File: src/verilog/gpio_port_a_pkg.sv
// Constants, types and helpers shared by the six-bit general-purpose port.
// Assumes a byte-wide register port with 8-bit addresses and a single core clock.
package gpio_port_a_pkg;

  localparam int PIN_COUNT = 6;

  // Register addresses on the plain register port.
  localparam logic [7:0] PORT_A_DATA_ADDR = 8'h05;
  localparam logic [7:0] PORT_A_DIRECTION_ADDR = 8'h85;
  localparam logic [7:0] ANALOG_PIN_CONFIG_ADDR = 8'h9F;
  localparam logic [7:0] PORT_A_SET_ADDR = 8'h45;
  localparam logic [7:0] PORT_A_CLEAR_ADDR = 8'h46;

  // Values after reset.
  localparam logic [5:0] DATA_LATCH_RESET = 6'h00;
  localparam logic [5:0] DIRECTION_RESET = 6'h3F;
  localparam logic [2:0] ANALOG_CONFIG_RESET = 3'h0;
  localparam logic [7:0] READ_DATA_RESET = 8'h00;

  // Field positions and pin roles.
  localparam int ANALOG_FIELD_LSB = 0;
  localparam int ANALOG_FIELD_WIDTH = 3;
  localparam int TIMER_CLOCK_PIN = 4;
  localparam int SLAVE_SELECT_PIN = 5;
  localparam int REFERENCE_PIN = 3;
  localparam logic [5:0] ANALOG_CAPABLE_MASK = 6'h2F;

  // Default decode of the analog select field: one analog mask per code.
  localparam logic [7:0][5:0] ANALOG_MAP_DEFAULT = {
    6'h00, 6'h00, 6'h0B, 6'h0B, 6'h2F, 6'h2F, 6'h2F, 6'h2F
  };
  // Codes in which the reference pin carries the analog reference.
  localparam logic [7:0] REFERENCE_MAP_DEFAULT = 8'h2A;

  typedef enum logic [1:0] {
    OP_NONE = 2'b00,
    OP_LOAD = 2'b01,
    OP_SET = 2'b10,
    OP_CLEAR = 2'b11
  } latch_op_t;

  typedef struct packed {
    logic [7:0] addr;
    logic [7:0] wdata;
    logic write;
    logic read;
  } reg_req_t;

  typedef struct packed {
    logic [5:0] level;
    logic [5:0] enableN;
  } pad_drive_t;

  typedef struct packed {
    logic [5:0] analogSelect;
    logic referenceSelect;
    logic timerExternalClock;
    logic slaveSelectN;
  } peripheral_link_t;

  // Which latch operation a write to this address asks for.
  function automatic latch_op_t decodeLatchOp(input logic [7:0] addr);
    latch_op_t op;
    op = OP_NONE;
    case (addr)
      PORT_A_DATA_ADDR: op = OP_LOAD;
      PORT_A_SET_ADDR: op = OP_SET;
      PORT_A_CLEAR_ADDR: op = OP_CLEAR;
      default: op = OP_NONE;
    endcase
    return op;
  endfunction

  // Place a six-bit value in the low bits of a byte; the upper bits read as zero.
  function automatic logic [7:0] padByte(input logic [5:0] value);
    return {2'h0, value};
  endfunction

endpackage

File: src/verilog/gpio_port_a.sv
// Six-bit bidirectional port with direction register, output latch and analog pin selection.
// Assumes a single-cycle register port with read data one cycle after the read strobe,
// and pad cells outside that resolve level and active-low enable into the wire.
//
// Summary of operation
// - Six pins, each with a direction bit; one releases the driver, pin is input.
// - Direction bit zero drives the pin from its output latch bit.
// - Data reads return pin levels; data writes update the output latch only.
// - Set and clear writes modify the sampled pin levels and store the result into the latch.
// - Pin four feeds the timer clock input and only ever pulls low.
// - Pins zero to three and five may be analog; pin three may be reference.
// - After reset analog-capable pins are analog and read back as zero.
// - Direction bits govern drivers even in analog mode; software keeps them one.
// - Pin five also carries the serial port slave-select input.
// - Unimplemented upper bits of all three registers read back as zero.
// - A pin owned by an enabled peripheral has its driver kept off; data reads still return its level.
`timescale 1ns/10ps

module gpio_port_a
  import gpio_port_a_pkg::*;
#(
  parameter logic [7:0][5:0] ANALOG_MAP = ANALOG_MAP_DEFAULT,
  parameter logic [7:0] REFERENCE_MAP = REFERENCE_MAP_DEFAULT
)
(
  // Clock and reset
  input wire logic clk,
  input wire logic nrst,
  // Register port
  input wire reg_req_t regReq,
  output logic [7:0] rdata,
  // Pads
  input wire logic [5:0] padIn,
  output pad_drive_t padDrive,
  // Peripheral ownership requests
  input wire logic timerClockEnable,
  input wire logic slaveSelectEnable,
  // Peripheral side
  output peripheral_link_t periph
);

  ////////////////////////////////////////////////////////////////////////////////
  // Pad input synchronisation

  logic [5:0] pinLevel;

  gpio_sync2 padSync (
    .clk(clk),
    .nrst(nrst),
    .d(padIn),
    .q(pinLevel)
  );

  ////////////////////////////////////////////////////////////////////////////////
  // Register state

  logic [5:0] dataLatch;
  logic [5:0] direction;
  logic [2:0] analogSelectField;
  logic [5:0] next_dataLatch;
  logic [5:0] next_direction;
  logic [2:0] next_analogSelectField;

  logic [5:0] analogMask;
  logic [5:0] digitalLevel;
  latch_op_t latchOp;

  // The decode is kept in a table so that a derivative with a different pin map
  // only changes parameters; pin four can never be analog whatever the table says.
  always_comb begin
    analogMask = ANALOG_MAP[analogSelectField] & ANALOG_CAPABLE_MASK;
  end

  // Analog pins have their digital input buffer off, so they read as zero.
  always_comb begin
    digitalLevel = pinLevel & ~analogMask;
  end

  always_comb begin
    latchOp = regReq.write ? decodeLatchOp(regReq.addr) : OP_NONE;
  end

  // Set and clear updates start from the pins as they are seen now, so bits that a
  // set or clear does not touch pick up the pin level, not the old latch value.
  // A plain load replaces all six bits and so loses nothing to that sampling.
  always_comb begin
    next_dataLatch = dataLatch;
    case (latchOp)
      OP_LOAD: next_dataLatch = regReq.wdata[5:0];
      OP_SET: next_dataLatch = digitalLevel | regReq.wdata[5:0];
      OP_CLEAR: next_dataLatch = digitalLevel & ~regReq.wdata[5:0];
      OP_NONE: next_dataLatch = dataLatch;
      default: next_dataLatch = dataLatch;
    endcase
  end

  always_comb begin
    next_direction = direction;
    if (regReq.write && (regReq.addr == PORT_A_DIRECTION_ADDR)) begin
      next_direction = regReq.wdata[5:0];
    end
  end

  always_comb begin
    next_analogSelectField = analogSelectField;
    if (regReq.write && (regReq.addr == ANALOG_PIN_CONFIG_ADDR)) begin
      next_analogSelectField = regReq.wdata[ANALOG_FIELD_LSB +: ANALOG_FIELD_WIDTH];
    end
  end

  always_ff @(posedge clk or negedge nrst) begin
    if (!nrst) begin
      dataLatch <= DATA_LATCH_RESET;
      direction <= DIRECTION_RESET;
      analogSelectField <= ANALOG_CONFIG_RESET;
    end else begin
      dataLatch <= next_dataLatch;
      direction <= next_direction;
      analogSelectField <= next_analogSelectField;
    end
  end

  ////////////////////////////////////////////////////////////////////////////////
  // Read data

  logic [7:0] next_rdata;

  // Unmapped addresses and the set and clear aliases read as zero.
  always_comb begin
    next_rdata = READ_DATA_RESET;
    if (regReq.read) begin
      case (regReq.addr)
        PORT_A_DATA_ADDR: next_rdata = padByte(digitalLevel);
        PORT_A_DIRECTION_ADDR: next_rdata = padByte(direction);
        ANALOG_PIN_CONFIG_ADDR: next_rdata = {5'h00, analogSelectField};
        default: next_rdata = READ_DATA_RESET;
      endcase
    end
  end

  always_ff @(posedge clk or negedge nrst) begin
    if (!nrst) begin
      rdata <= READ_DATA_RESET;
    end else begin
      rdata <= next_rdata;
    end
  end

  ////////////////////////////////////////////////////////////////////////////////
  // Pad drivers

  logic [5:0] ownedByPeripheral;
  logic [5:0] driving;
  pad_drive_t next_padDrive;

  // Both shared peripheral functions here are inputs, so owning a pin means
  // keeping its driver off even if the direction bit was left at zero.
  always_comb begin
    ownedByPeripheral = 6'h00;
    ownedByPeripheral[TIMER_CLOCK_PIN] = timerClockEnable;
    ownedByPeripheral[SLAVE_SELECT_PIN] = slaveSelectEnable;
  end

  // The analog mask plays no part here: direction and peripheral ownership govern the drivers,
  // so a pin left as output in analog mode will fight the analog source.
  always_comb begin
    driving = ~direction & ~ownedByPeripheral;
  end

  always_comb begin
    next_padDrive.level = dataLatch;
    next_padDrive.enableN = ~driving;
    // Open drain: the level is always low and the driver is on only for a zero.
    next_padDrive.level[TIMER_CLOCK_PIN] = 1'b0;
    next_padDrive.enableN[TIMER_CLOCK_PIN] = ~(driving[TIMER_CLOCK_PIN] && !dataLatch[TIMER_CLOCK_PIN]);
  end

  always_ff @(posedge clk or negedge nrst) begin
    if (!nrst) begin
      padDrive.level <= 6'h00;
      padDrive.enableN <= 6'h3F;
    end else begin
      padDrive <= next_padDrive;
    end
  end

  ////////////////////////////////////////////////////////////////////////////////
  // Peripheral side

  peripheral_link_t next_periph;

  // The slave-select input is idle high while its pin is analog, since the
  // digital buffer is off then; this is why those analog codes must be avoided.
  always_comb begin
    next_periph.analogSelect = analogMask;
    next_periph.referenceSelect = REFERENCE_MAP[analogSelectField] && analogMask[REFERENCE_PIN];
    next_periph.timerExternalClock = pinLevel[TIMER_CLOCK_PIN];
    next_periph.slaveSelectN = analogMask[SLAVE_SELECT_PIN] ? 1'b1 : pinLevel[SLAVE_SELECT_PIN];
  end

  always_ff @(posedge clk or negedge nrst) begin
    if (!nrst) begin
      periph.analogSelect <= ANALOG_CAPABLE_MASK;
      periph.referenceSelect <= 1'b0;
      periph.timerExternalClock <= 1'b0;
      periph.slaveSelectN <= 1'b1;
    end else begin
      periph <= next_periph;
    end
  end

endmodule

File: src/verilog/gpio_sync2.sv
// Two-stage synchroniser for the six pad input levels.
// Assumes the pads are asynchronous to clk; only the second stage is read outside.
`timescale 1ns/10ps

module gpio_sync2
  import gpio_port_a_pkg::*;
(
  // Clock and reset
  input wire logic clk,
  input wire logic nrst,
  // Levels
  input wire logic [5:0] d,
  output logic [5:0] q
);

  logic [5:0] stage1;
  logic [5:0] next_stage1;
  logic [5:0] next_q;

  always_comb begin
    next_stage1 = d;
    next_q = stage1;
  end

  always_ff @(posedge clk or negedge nrst) begin
    if (!nrst) begin
      stage1 <= 6'h00;
      q <= 6'h00;
    end else begin
      stage1 <= next_stage1;
      q <= next_q;
    end
  end

endmodule
File: config.mk
export PLATFORM = sky130hd
export DESIGN_NAME = gpio_port_a
export DESIGN_NICKNAME = d
export VERILOG_FILES = /design/src/verilog/gpio_port_a_pkg.sv /design/src/verilog/gpio_port_a.sv /design/src/verilog/gpio_sync2.sv
export SDC_FILE = /design/constraint.sdc
export NUM_CORES = 1
export LEC_CHECK = 0
export ABC_AREA = 1
export BUFFER_PORTS_ARGS = -buffer_cell sky130_fd_sc_hd__buf_2
export CELL_PAD_IN_SITES_DETAIL_PLACEMENT = 1
export CELL_PAD_IN_SITES_GLOBAL_PLACEMENT = 2
export CORE_ASPECT_RATIO = 0.75
export CORE_MARGIN = 1
export CORE_UTILIZATION = 28
export DETAILED_ROUTE_END_ITERATION = 16
export PLACE_DENSITY = 0.79
export SLEW_MARGIN = 20
export SYNTH_ARGS = -nofsm -noshare
export SYNTH_HDL_FRONTEND = slang
export SYNTH_SLANG_ARGS = --single-unit
File: constraint.sdc
create_clock -name clk -period 1 [get_ports clk]
set_clock_uncertainty 0.1 [all_clocks]
set_input_delay 0 -clock clk [delete_from_list [all_inputs] [get_ports clk]]
set_output_delay 0 -clock clk [all_outputs]
set_load 0.03 [all_outputs]
### After elaboration in Yosys (flattened, before gate mapping)

Memory sizes are Yosys's and may differ from the RTL's.
Index checks and enable logic that the tools add are counted.

| word-level totals | value |
|---|---|
| bits in registers | 54 |
| ROM bits | 56 |
| output and inout bits | 29 |
| input port bits | 28 |
| memories kept | 2 |

| operators by class | value |
|---|---|
| multiplexer cells | 8 |
| reductions and logical operators | 6 |
| bitwise operators | 10 |
| $lt $le $gt $ge | 1 |
| eq/ne operators | 8 |

Memory list:

| name | words | width | read ports | clocked after memory_dff | wr ports | line | RTL |
|---|---|---|---|---|---|---|---|
| (name not given) | 8 | 6 | 1 | 0 | 0 | gpio_port_a.sv:71 | `analogMask = ANALOG_MAP[analogSelectField] & ANALOG_CAPABLE_MASK;` |
| (name not given) | 8 | 1 | 1 | 0 | 0 | gpio_port_a.sv:196 | `next_periph.referenceSelect = REFERENCE_MAP[analogSelectField] && analogMask[REFERENCE_PIN];` |

Operator list:

| kind | count |
|---|---|
| 6-bit one-hot mux with 3 select lines | 2 |
| 6-bit inverter | 5 |
| 6-bit bitwise AND | 3 |
| 8-bit by 7-bit equality test with 1-bit output (second input constant) | 2 |
| 8-bit equality test (second input constant) | 2 |
| 8-bit by 3-bit equality test with 1-bit output (second input constant) | 1 |
| 8-bit 2-to-1 mux | 1 |
| 6-bit 2-to-1 mux | 1 |
| 6-bit OR | 1 |
| 2-bit one-hot mux with 3 select lines | 1 |
| 2-bit equality test (second input constant) | 2 |
| 1-bit logical AND | 4 |
| 3-bit by 4-bit < comparator with 1-bit output (second input constant) | 1 |
| 2-bit by 1-bit equality test with 1-bit output (second input constant) | 1 |
| 2-bit zero test | 1 |
| 1-bit 2-to-1 mux | 2 |
| 2-bit 2-to-1 mux | 1 |
| 1-bit zero test | 1 |
| 1-bit inverter | 1 |

### Logic depth before layout (Yosys ltp)

Gate-level depths: netlist (run 1).

| logic depth | value |
|---|---|
| depth in word-level cells | 6 |
| gate-level depth with buffers | 10 |
| depth with buffers taken out | 10 |

### Cells and area by module

Synthesis (run 1) repeated with hierarchy kept, for this count alone.

| second synthesis, totals | value |
|---|---|
| cells, all modules | 209 |
| area, all modules | 2073.2 sq um |

By module, submodules not included:

| module | sequential area each (sq um) | cells an instance | times used | area each (sq um) |
|---|---|---|---|---|
| gpio_port_a | 944.7 | 197 | 1 | 1773.0 |
| gpio_sync2 | 300.3 | 12 | 1 | 300.3 |

### Worst setup path after synthesis (run 1)

No wires, ideal clock.

| timing path | value |
|---|---|
| path type | flip-flop to flip-flop |
| start | register analogSelectField[2] |
| end | register rdata[0] |
| buffers on the path | 0 |
| cell stages (with the launch flop) | 7 |
| setup slack | -0.043 ns |
| period minus slack after synthesis | 1.043 ns |
| required time | 0.837 ns |
| arrival | 0.880 ns |
| cells stage by stage | dfrtp_1 nand2_1 nor2_1 nand3_1 o211ai_1 nand2_1 inv_1 |

| on the way | value |
|---|---|
| word-level cells in the longest chain between the ends | 6 |

RTL lines:

| element | line | RTL |
|---|---|---|
| from (decl) | gpio_port_a.sv:59 | `logic [2:0] analogSelectField;` |
| from (signal assigned) | gpio_port_a.sv:119 | `analogSelectField <= next_analogSelectField;` |
| memory read 8 x 6 bit | -- |  |
| 6-bit 2-to-1 mux (implied by the code) | gpio_port_a.sv:71 |  |
| net analogMask[0] | gpio_port_a.sv:64 | `logic [5:0] analogMask;` |
| 6-bit inverter | gpio_port_a.sv:76 | `digitalLevel = pinLevel & ~analogMask;` |
| 6-bit bitwise AND | gpio_port_a.sv:76 |  |
| 6-bit one-hot mux with 3 select lines | gpio_port_a.sv:132 | `case (regReq.addr)` |
| 8-bit 2-to-1 mux | gpio_port_a.sv:131 | `if (regReq.read) begin` |
| net next_rdata[0] | gpio_port_a.sv:126 | `logic [7:0] next_rdata;` |
| to (signal assigned) | gpio_port_a.sv:145 | `rdata <= next_rdata;` |
| to (decl) | gpio_port_a.sv:31 | `output logic [7:0] rdata,` |

The timed path passes the listed nets, and every way through them passes these cells. The select of a mux whose other input is x is not followed.
A chain may end at the register's enable or synchronous reset.

### Worst setup path in the final report (run 1)

| timing path | value |
|---|---|
| start | register analogSelectField[2] |
| end | register dataLatch[0] |

| on the way | value |
|---|---|
| word-level cells in the longest chain between the ends | 6 |
| elaborated cells on any way between the ends | 7 |
| classes of those cells | mux (2); bitwise (4); memory (1) |

RTL lines:

| element | line | RTL |
|---|---|---|
| memory read 8 x 6 bit * | -- |  |
| 6-bit 2-to-1 mux (implied by the code) * | gpio_port_a.sv:71 |  |
| net analogMask[0] | gpio_port_a.sv:64 |  |
| 6-bit inverter * | gpio_port_a.sv:76 |  |
| 6-bit bitwise AND * | gpio_port_a.sv:76 |  |
| 6-bit bitwise AND / 6-bit OR (equally long branches) | gpio_port_a.sv:91, gpio_port_a.sv:90 |  |
| 6-bit one-hot mux with 3 select lines * | gpio_port_a.sv:88 | `case (latchOp)` |
| to (signal assigned) | gpio_port_a.sv:117 | `dataLatch <= next_dataLatch;` |
| to (decl) | gpio_port_a.sv:57 | `logic [5:0] dataLatch;` |

The timed path passes the listed nets; every way through them passes the cells marked *. The select of a mux whose other input is x is not followed.

==> results.md, run 1 <==
- Layout overhead on the synthesized area: 44.2%
- Count of pins on the block boundary: 57
- Path class of the lowest-slack min-delay path: input pin to flop
- Most repeated cell in the gate-level netlist after synthesis: sky130_fd_sc_hd__nand2_1
- Register share of total power: 53.7%
- CP top delay family: simple AND/OR/NAND/NOR gates
- Total Die Area: 7790 um^2
- Htree depth: 2
- 1st-iter DRT viols: 35
- Achievable frequency: 0.882 GHz
- Largest net degree at the start of global routing: 50
- Smallest setup slack after layout: -0.134 ns
- Data arrival at the endpoint of the critical path: 1.28 ns
- Violations in the final reports: setup timing
- Kind of end point of the critical path: flop
- Final antenna diode count: 0
- Die boundary height: 76.7 um
- Yosys cell types: 26
- Placeable core region: 6990 um^2
- Run status: finished, violations left
- Clock-pin slew reported for the worst setup and hold paths after clock tree synthesis: 0.09 ns
- Die W: 102 um
- Share of post-route cells with drive strength above 1: 46.3%
- Power density relative to cell area: 1410 nW/um^2
- Worst IR Drop VDD: 0.495 mV
- Clock Latency Late Sink: 0.30 ns
- Most used flip-flop cell after synthesis: sky130_fd_sc_hd__dfrtp_1
- Critical setup path kind: flop to flop
- Setup Viol. Count Final: 22
- CTS tree: built
- HPWL after DPL: 3800 um
- Number of I/O port buffers: 50
- Effective utilization at floorplan: 29.8%
- Cells traversed along the worst timing path: nand2_4 > nor2_4 > nand3_2 > nand2_2 > nand3_2 > nand2_2
- Pint: 3.06 mW
- Mean cell area of the mapped netlist: 10.0 um^2
- Number of warnings printed during yosys synthesis: 0
- Count of antenna-violating nets left after detailed routing: 0
- Clock Tree Root: sky130_fd_sc_hd__clkbuf_8
- Top post-synthesis cells by area: sky130_fd_sc_hd__dfrtp_1 41%, sky130_fd_sc_hd__dfstp_2 19%, sky130_fd_sc_hd__nand2_1 7.9%
- Row cnt: 26
- Number of antenna violations at the first check in global routing: 0
- Final worst path period share: 113%
- Met2 WL: 2380 um
- Number of clock sinks: 49
- Final critical path time including I/O delays and setup: 1.13 ns
- Critical path's slowest cell: sky130_fd_sc_hd__dfrtp_2
- Gp weighted congestion: 0.769
- Power dissipated by switching net loads: 1.17 mW
- Total Wirelength: 5170 um
- Total count of hold-check failures in the final report: 0
- Hold Worst Slack: 0.0728 ns
- Buffer and inverter count on the worst path: 0
- Number of enable flip-flop cells after synthesis: 0
- Type of origin of the critical path: flop
- Routed length on met1: 2470 um
- Vias in the first global route: 1,783
- Most frequent cells after synthesis: 44 x sky130_fd_sc_hd__nand2_1, 34 x sky130_fd_sc_hd__dfrtp_1, 29 x sky130_fd_sc_hd__nand3_1
- # nets final: 325
- Number of instances in the synthesized netlist: 208
- First-pass GRT wire length: 8560 um
- Clk buf depth: 2
- Clock network fraction of design power: 28.1%
- Post-synthesis instance area: 2080 um^2
- Asr flop ratio synth: 100%
- Fill cell instance count of the final layout: 807
- Total global routing track utilization: 14.5%
- Switching fraction of total power: 27.7%
- Gr ovfl total: 0
- Wire length per cell: 13.0 um
- Fraction of post-synthesis cell area in the top cell type by area: 40.9%
- Overall power consumption: 4.23 mW
- Wire length on met3: 219 um
- Via/cell ratio: 4.25
- First-pass iteration count of the detailed router: 4
- Highest layer used for signal routing: met4
- Data required time at the worst endpoint: 1.15 ns
- Number of flip-flops and latches in the synthesized netlist: 49
- Largest area contributor in the netlist: sky130_fd_sc_hd__dfrtp_1
- Fin. max-slew vios: 0
- Highest fanout seen on the critical path: 4
- Maximum single-stage delay on the critical path: 0.42 ns
- Fraction of power consumed by combinational cells: 18.2%
- Unrepaired setup endpoints after global routing: true
- Post-route DRC: 0
- Max Cap Viol: 0
- Total CTS buffers: 5
- Leakage component of the power: 1.51 nW
- Post-synthesis sequential area ratio: 59.8%
- Via count: 1,684
[through the flow]
step | util [%] | worst slack (ns) | std cells | instance area, um^2 | setup TNS [ns]
floorplan | - | -0.0248 | 211 | 2100 | -0.0690
global placement | 36.6 | -0.222 | 370 | 2560 | -2.94
detailed placement | 36.6 | -0.221 | 370 | 2560 | -3.29
CTS | 42.3 | -0.123 | 395 | 2960 | -1.96
global route | 42.9 | -0.184 | 396 | 3000 | -2.82
finish | 42.9 | -0.134 | 396 | 3000 | -1.70
[state kept, by name (all words and copies together) (netlist names)]
name and flops:
dataLatch 6, periph 5, analogSelectField 3, direction 6, padSync.q 6, padSync.next_q 6
padDrive 11, rdata 6
[final timing paths]
path / start / endpoint / slack, ns / cells after the start
worst max-delay path: analogSelectField[2] / dataLatch[0] / -0.13 / 6
worst min-delay path: regReq[1] / direction[1] / 0.07 / 5
worst max register to register: analogSelectField[2] / dataLatch[0] / -0.13 / 6
worst min register to register: padSync.next_q[2] / padSync.q[2] / 0.25 / 0
max in group asynchronous: nrst / periph[0] / 0.39 / 3
min in group asynchronous: nrst / periph[2] / 0.11 / 3
[layer usage]
layer | up-vias | track usage, %
li1 | 818 | -
met1 | 820 | 19.6
met2 | 37 | 22.0
met3 | 9 | 4.01
met4 | 0 | 5.65
met5 | - | 0
[kinds of logic after synthesis]
| group | count (synthesis) | synth area share, % |
|---|---|---|
| simple gates | 103 | 26.4 |
| flops | 49 | 59.8 |
| buf+inv | 38 | 8.59 |
| compound gates | 17 | 4.99 |
| other cells | 1 | 0.180 |
[power groups by stage]
stage / sequential, mW / clock (mW) / combinational, mW
2_1_floorplan: 2.42 / 0 / 0.226
3_3_place_gp: 2.29 / 0 / 0.626
3_5_place_dp: 2.29 / 0 / 0.638
4_1_cts: 2.27 / 1.24 / 0.760
5_1_grt: 2.29 / 1.33 / 0.832
6_report: 2.27 / 1.19 / 0.769
[layout make-up]
type	instances	area [um^2]	area share [%]
Sequential cell	49	1250	41.5
Multi-Input combinational cell	124	773	25.8
Timing Repair Buffer	87	652	21.7
Tap cell	98	123	4.09
Inverter	30	118	3.92
Clock buffer	8	90.1	3.00
[worst register-to-register path: stages, from the launching register on]
cell	delay [ns]
sky130_fd_sc_hd__dfrtp_2	0.42
sky130_fd_sc_hd__nand2_4	0.10
sky130_fd_sc_hd__nor2_4	0.12
sky130_fd_sc_hd__nand3_2	0.09
sky130_fd_sc_hd__nand2_2	0.08
sky130_fd_sc_hd__nand3_2	0.08
sky130_fd_sc_hd__nand2_2	0.08
[timing repair]
item,4_1_cts,5_1_grt
buffers inserted,1,1
endpoints found under the hold margin,78,0
pin swaps,24,11
endpoints found under the setup margin,23,25
gates resized for setup,42,13
hold buffers,16,0
[layout by cell type, fill, tap and decap left out, types with 5 or more instances in the layout]
cell,n
sky130_fd_sc_hd__nand2_1,38
sky130_fd_sc_hd__buf_2,38
sky130_fd_sc_hd__dfrtp_1,33
sky130_fd_sc_hd__inv_1,23
sky130_fd_sc_hd__nand3_1,22
sky130_fd_sc_hd__buf_4,21
sky130_fd_sc_hd__dlygate4sd3_1,16
sky130_fd_sc_hd__dfstp_2,15
sky130_fd_sc_hd__buf_6,11
sky130_fd_sc_hd__nand2_4,7
sky130_fd_sc_hd__nand3_2,7
sky130_fd_sc_hd__nand2_2,6
sky130_fd_sc_hd__nor2_4,6
sky130_fd_sc_hd__clkbuf_8,6
sky130_fd_sc_hd__inv_2,5
sky130_fd_sc_hd__nor2_1,5
Power figures use the tool's default switching activity.
==> run 2, diff against run 1 <==
- ABC_AREA: 1 -> 0
- CORE_UTILIZATION: 28 -> 29
==> run 2 against run 1 <==
Effect of this change:
- the flow still finishes with violations (setup timing)
- highest routed layer unchanged
- sequential share of layout area grew 0.12 points
- core utilization increased by 6.9 points
- critical endpoint is now direction[4]
- maximum frequency shrank 8.4%
==> results.md, run 2 <==
- Max Cap Viol: 0 (unchanged)
- Yosys cell types: 33 (+27%)
- Kind of end point of the critical path: flop
- Post-route DRC: 0 (unchanged)
- Post-route standard cell area excluding fillers: 2990 um^2 (-0.29%)
- Final critical path time including I/O delays and setup: 1.24 ns (+0.104 ns)
- Placeable core region: 6010 um^2 (-14%)
- Run status: finished, violations left
- Layout overhead on the synthesized area: 60.8%
- Number of enable flip-flop cells after synthesis: 0 (unchanged)
- Total Die Area: 6750 um^2 (-13%)
- Compound-gate portion of the synthesized area: 5.71% (+0.72 points)
- Die W: 94.5 um (-6.9%)
- Number of clock sinks: 49 (unchanged)
- Highest layer used for signal routing: met4
- Type of origin of the critical path: input pin
- Worst reg-to-reg setup slack: -0.18 ns (-0.05 ns)
- Critical setup path kind: input pin to flop
- Final worst path period share: 124% (+10 points)
- Post-synthesis instance area: 1860 um^2 (-11%)
- Violations in the final reports: setup timing
- Final antenna diode count: 0 (unchanged)
- Most used flip-flop cell after synthesis: sky130_fd_sc_hd__dfrtp_1
- Top library cells by usage in the layout, fill and taps aside: 34 x sky130_fd_sc_hd__buf_2, 33 x sky130_fd_sc_hd__dfrtp_1, 26 x sky130_fd_sc_hd__buf_6, 22 x sky130_fd_sc_hd__buf_4, 16 x sky130_fd_sc_hd__dlygate4sd3_1
- Largest family of logic cells by synthesized area: simple AND/OR/NAND/NOR gates
- Fin. max-slew vios: 0 (unchanged)
- Largest net degree at the start of global routing: 50 (unchanged)
- Leakage component of the power: 1.39 nW (-7.8%)
- Asr flop ratio synth: 100% (unchanged)
- Number of flip-flops and latches in the synthesized netlist: 49 (unchanged)
- Achievable frequency: 0.808 GHz (-8.4%)
- 1st-iter DRT viols: 40 (+14%)
- Effective utilization at floorplan: 31.0% (+1.2 points)
- Number of antenna violations at the first check in global routing: 0 (unchanged)
- Layout Utilization: 49.8% (+6.9 points)
- Fraction of post-synthesis cell area in the top cell type by area: 45.7% (+4.8 points)
- Cell Count, Final, Fillers Out: 323 (-18%)
- Mean cell area of the mapped netlist: 12.7 um^2 (+27%)
- Largest area contributor in the netlist: sky130_fd_sc_hd__dfrtp_1
- Via/cell ratio: 4.48 (+5.4%)
- Area after DPL: 2430 um^2 (-5.0%)
- Worst IR Drop VDD: 0.653 mV (+32%)
- Routed length on met1: 2250 um (-9.2%)
- Total Wirelength: 4850 um (-6.0%)
- Clock-pin slew reported for the worst setup and hold paths after clock tree synthesis: 0.08 ns (about the same)
- Hold Worst Slack: 0.119 ns (+0.0462 ns)
- Clk buf depth: 2 (unchanged)
- Number of warnings printed during yosys synthesis: 0 (unchanged)
- Smallest setup slack after layout: -0.238 ns (-0.104 ns)
- First-pass GRT wire length: 7730 um (-9.7%)
- Vias in the first global route: 1,533 (-14%)
- Row cnt: 24 (-7.7%)
- # nets final: 272 (-16%)
- Overall power consumption: 4.32 mW (+2.2%)
- First-pass iteration count of the detailed router: 4 (unchanged)
- Gp weighted congestion: 0.742 (-3.5%)
- Fill cell instance count of the final layout: 643 (-20%)
- Setup Viol. Count Final: 33 (+50%)
- Number of I/O port buffers: 50 (unchanged)
- Highest fanout seen on the critical path: 3 (-1)
- Most common cell after layout, fill and taps aside: sky130_fd_sc_hd__buf_2
- Gr ovfl total: 0 (unchanged)
- Max reg flops: 11 (unchanged)
- Synthesized-area fraction occupied by xor and xnor cells: 0.470% (+0.47 points)
- Die boundary height: 71.4 um (-6.9%)
- Unrepaired setup endpoints after global routing: true
- Placed cells: 294 (-21%)
- Data arrival at the endpoint of the critical path: 1.36 ns (+0.08 ns)
- Biggest register: padDrive
- HPWL after DPL: 3260 um (-14%)
- Count of pins on the block boundary: 57 (unchanged)
- Power density relative to cell area: 1440 nW/um^2 (+2.5%)
- Most frequent cells after synthesis: 34 x sky130_fd_sc_hd__dfrtp_1, 16 x sky130_fd_sc_hd__nand2_1, 15 x sky130_fd_sc_hd__dfstp_2
- CTS tree: built
- Adder-cell area share of the yosys netlist: 0% (unchanged)
- Number of instances in the synthesized netlist: 147 (-29%)
- Wire length per cell: 15.0 um (+15%)
- Simple-gate area share of the yosys netlist: 16.0% (-10 points)
- Multiplexer share of the synthesized area: 5.98% (+6.0 points)
- Via count: 1,448 (-14%)
- Htree depth: 2 (unchanged)
- Most repeated cell in the gate-level netlist after synthesis: sky130_fd_sc_hd__dfrtp_1
- Met2 WL: 2380 um (+0.17%)
- Wire length on met3: 197 um (-10%)
- Data required time at the worst endpoint: 1.13 ns (-0.02 ns)
- Post-synthesis sequential area ratio: 66.9% (+7.1 points)
- Clock Tree Root: sky130_fd_sc_hd__clkbuf_8
- Total CTS buffers: 5 (unchanged)
- Total global routing track utilization: 15.4% (+0.81 points)
- Total count of hold-check failures in the final report: 0 (unchanged)
- Top post-synthesis cells by area: sky130_fd_sc_hd__dfrtp_1 46%, sky130_fd_sc_hd__dfstp_2 21%, sky130_fd_sc_hd__mux2_2 5.4%
- Path class of the lowest-slack min-delay path: input pin to async pin
- Clock Latency Late Sink: 0.30 ns (about the same)
- Share of post-route cells with drive strength above 1: 61.2% (+15 points)
- Count of antenna-violating nets left after detailed routing: 0 (unchanged)
run 2: cell count changes after synthesis, sizes merged, moves of 4 or more:
cell   before  now
nand3      29    2
a22oi       0    4
a31oi       0    5
inv        30    3
nor2       15   11
nand2      52   16
mux2        0    9
o21a        4    0
run 2: path summary, 6_finish.rpt:
check	start	end	depth (start not counted)
max in group asynchronous	nrst	direction[5]	3
worst min-delay path	nrst	rdata[2]	3
worst max-delay path	regReq[15]	direction[4]	6
min in group clk	regReq[17]	rdata[3]	4
worst max register to register	analogSelectField[2]	rdata[2]	4
worst min register to register	padSync.next_q[4]	padSync.q[4]	0
run 2: kinds of logic after synthesis:
kind of cell | after synthesis
other | 1
buffers and inverters | 15
and+or+nand+nor | 55
xor gates and xnor gates | 1
muxes | 10
DFF | 49
AOI/OAI and AO/OA | 16
run 2: through the flow:
step / setup slack, ns / TNS, ns
global route: -0.274 / -5.58
floorplan: -0.424 / -5.39
CTS: -0.206 / -4.12
detailed placement: -0.593 / -10.18
finish: -0.238 / -4.25
global placement: -0.605 / -9.96
run 2: timing repair:
| item | in CTS | in global routing |
|---|---|---|
| gates resized for setup | 54 | 16 |
| pin swaps | 16 | 5 |
| endpoints found under the hold margin | 78 | 0 |
| gates cloned | 1 | 0 |
| setup endpoints to repair | 34 | 34 |
| hold buffers | 16 | 0 |
| setup buffers | 1 | 5 |
run 2: critical path, cell delays in order:
cell	delay (ns)
sky130_fd_sc_hd__buf_6	0.10
sky130_fd_sc_hd__or3b_4	0.42
sky130_fd_sc_hd__nor3_4	0.20
sky130_fd_sc_hd__and3_4	0.23
sky130_fd_sc_hd__buf_6	0.12
sky130_fd_sc_hd__mux2_4	0.29
run 2: routing by layer:
metal  GRT usage [%]  up-vias
li1                -      679
met5               0        -
met1            20.1      726
met3            3.82        4
met2            25.8       39
met4            3.54        0
run 2: power breakdown:
part	switching (mW)	internal (mW)	total [mW]
combinational	0.361	0.302	0.663
sequential	0.0856	2.14	2.23
clock	0.614	0.815	1.43
run 2: final cells by class:
cell class,count,area [um^2],share of cell area [%]
sequential,49,1250,41.6
clock inverter,1,30.0,1.00
clock buffer,7,86.3,2.88
inverter,3,11.3,0.376
timing repair buffer,99,808,27.0
tap,78,97.6,3.26
multi-input combinational,86,713,23.8
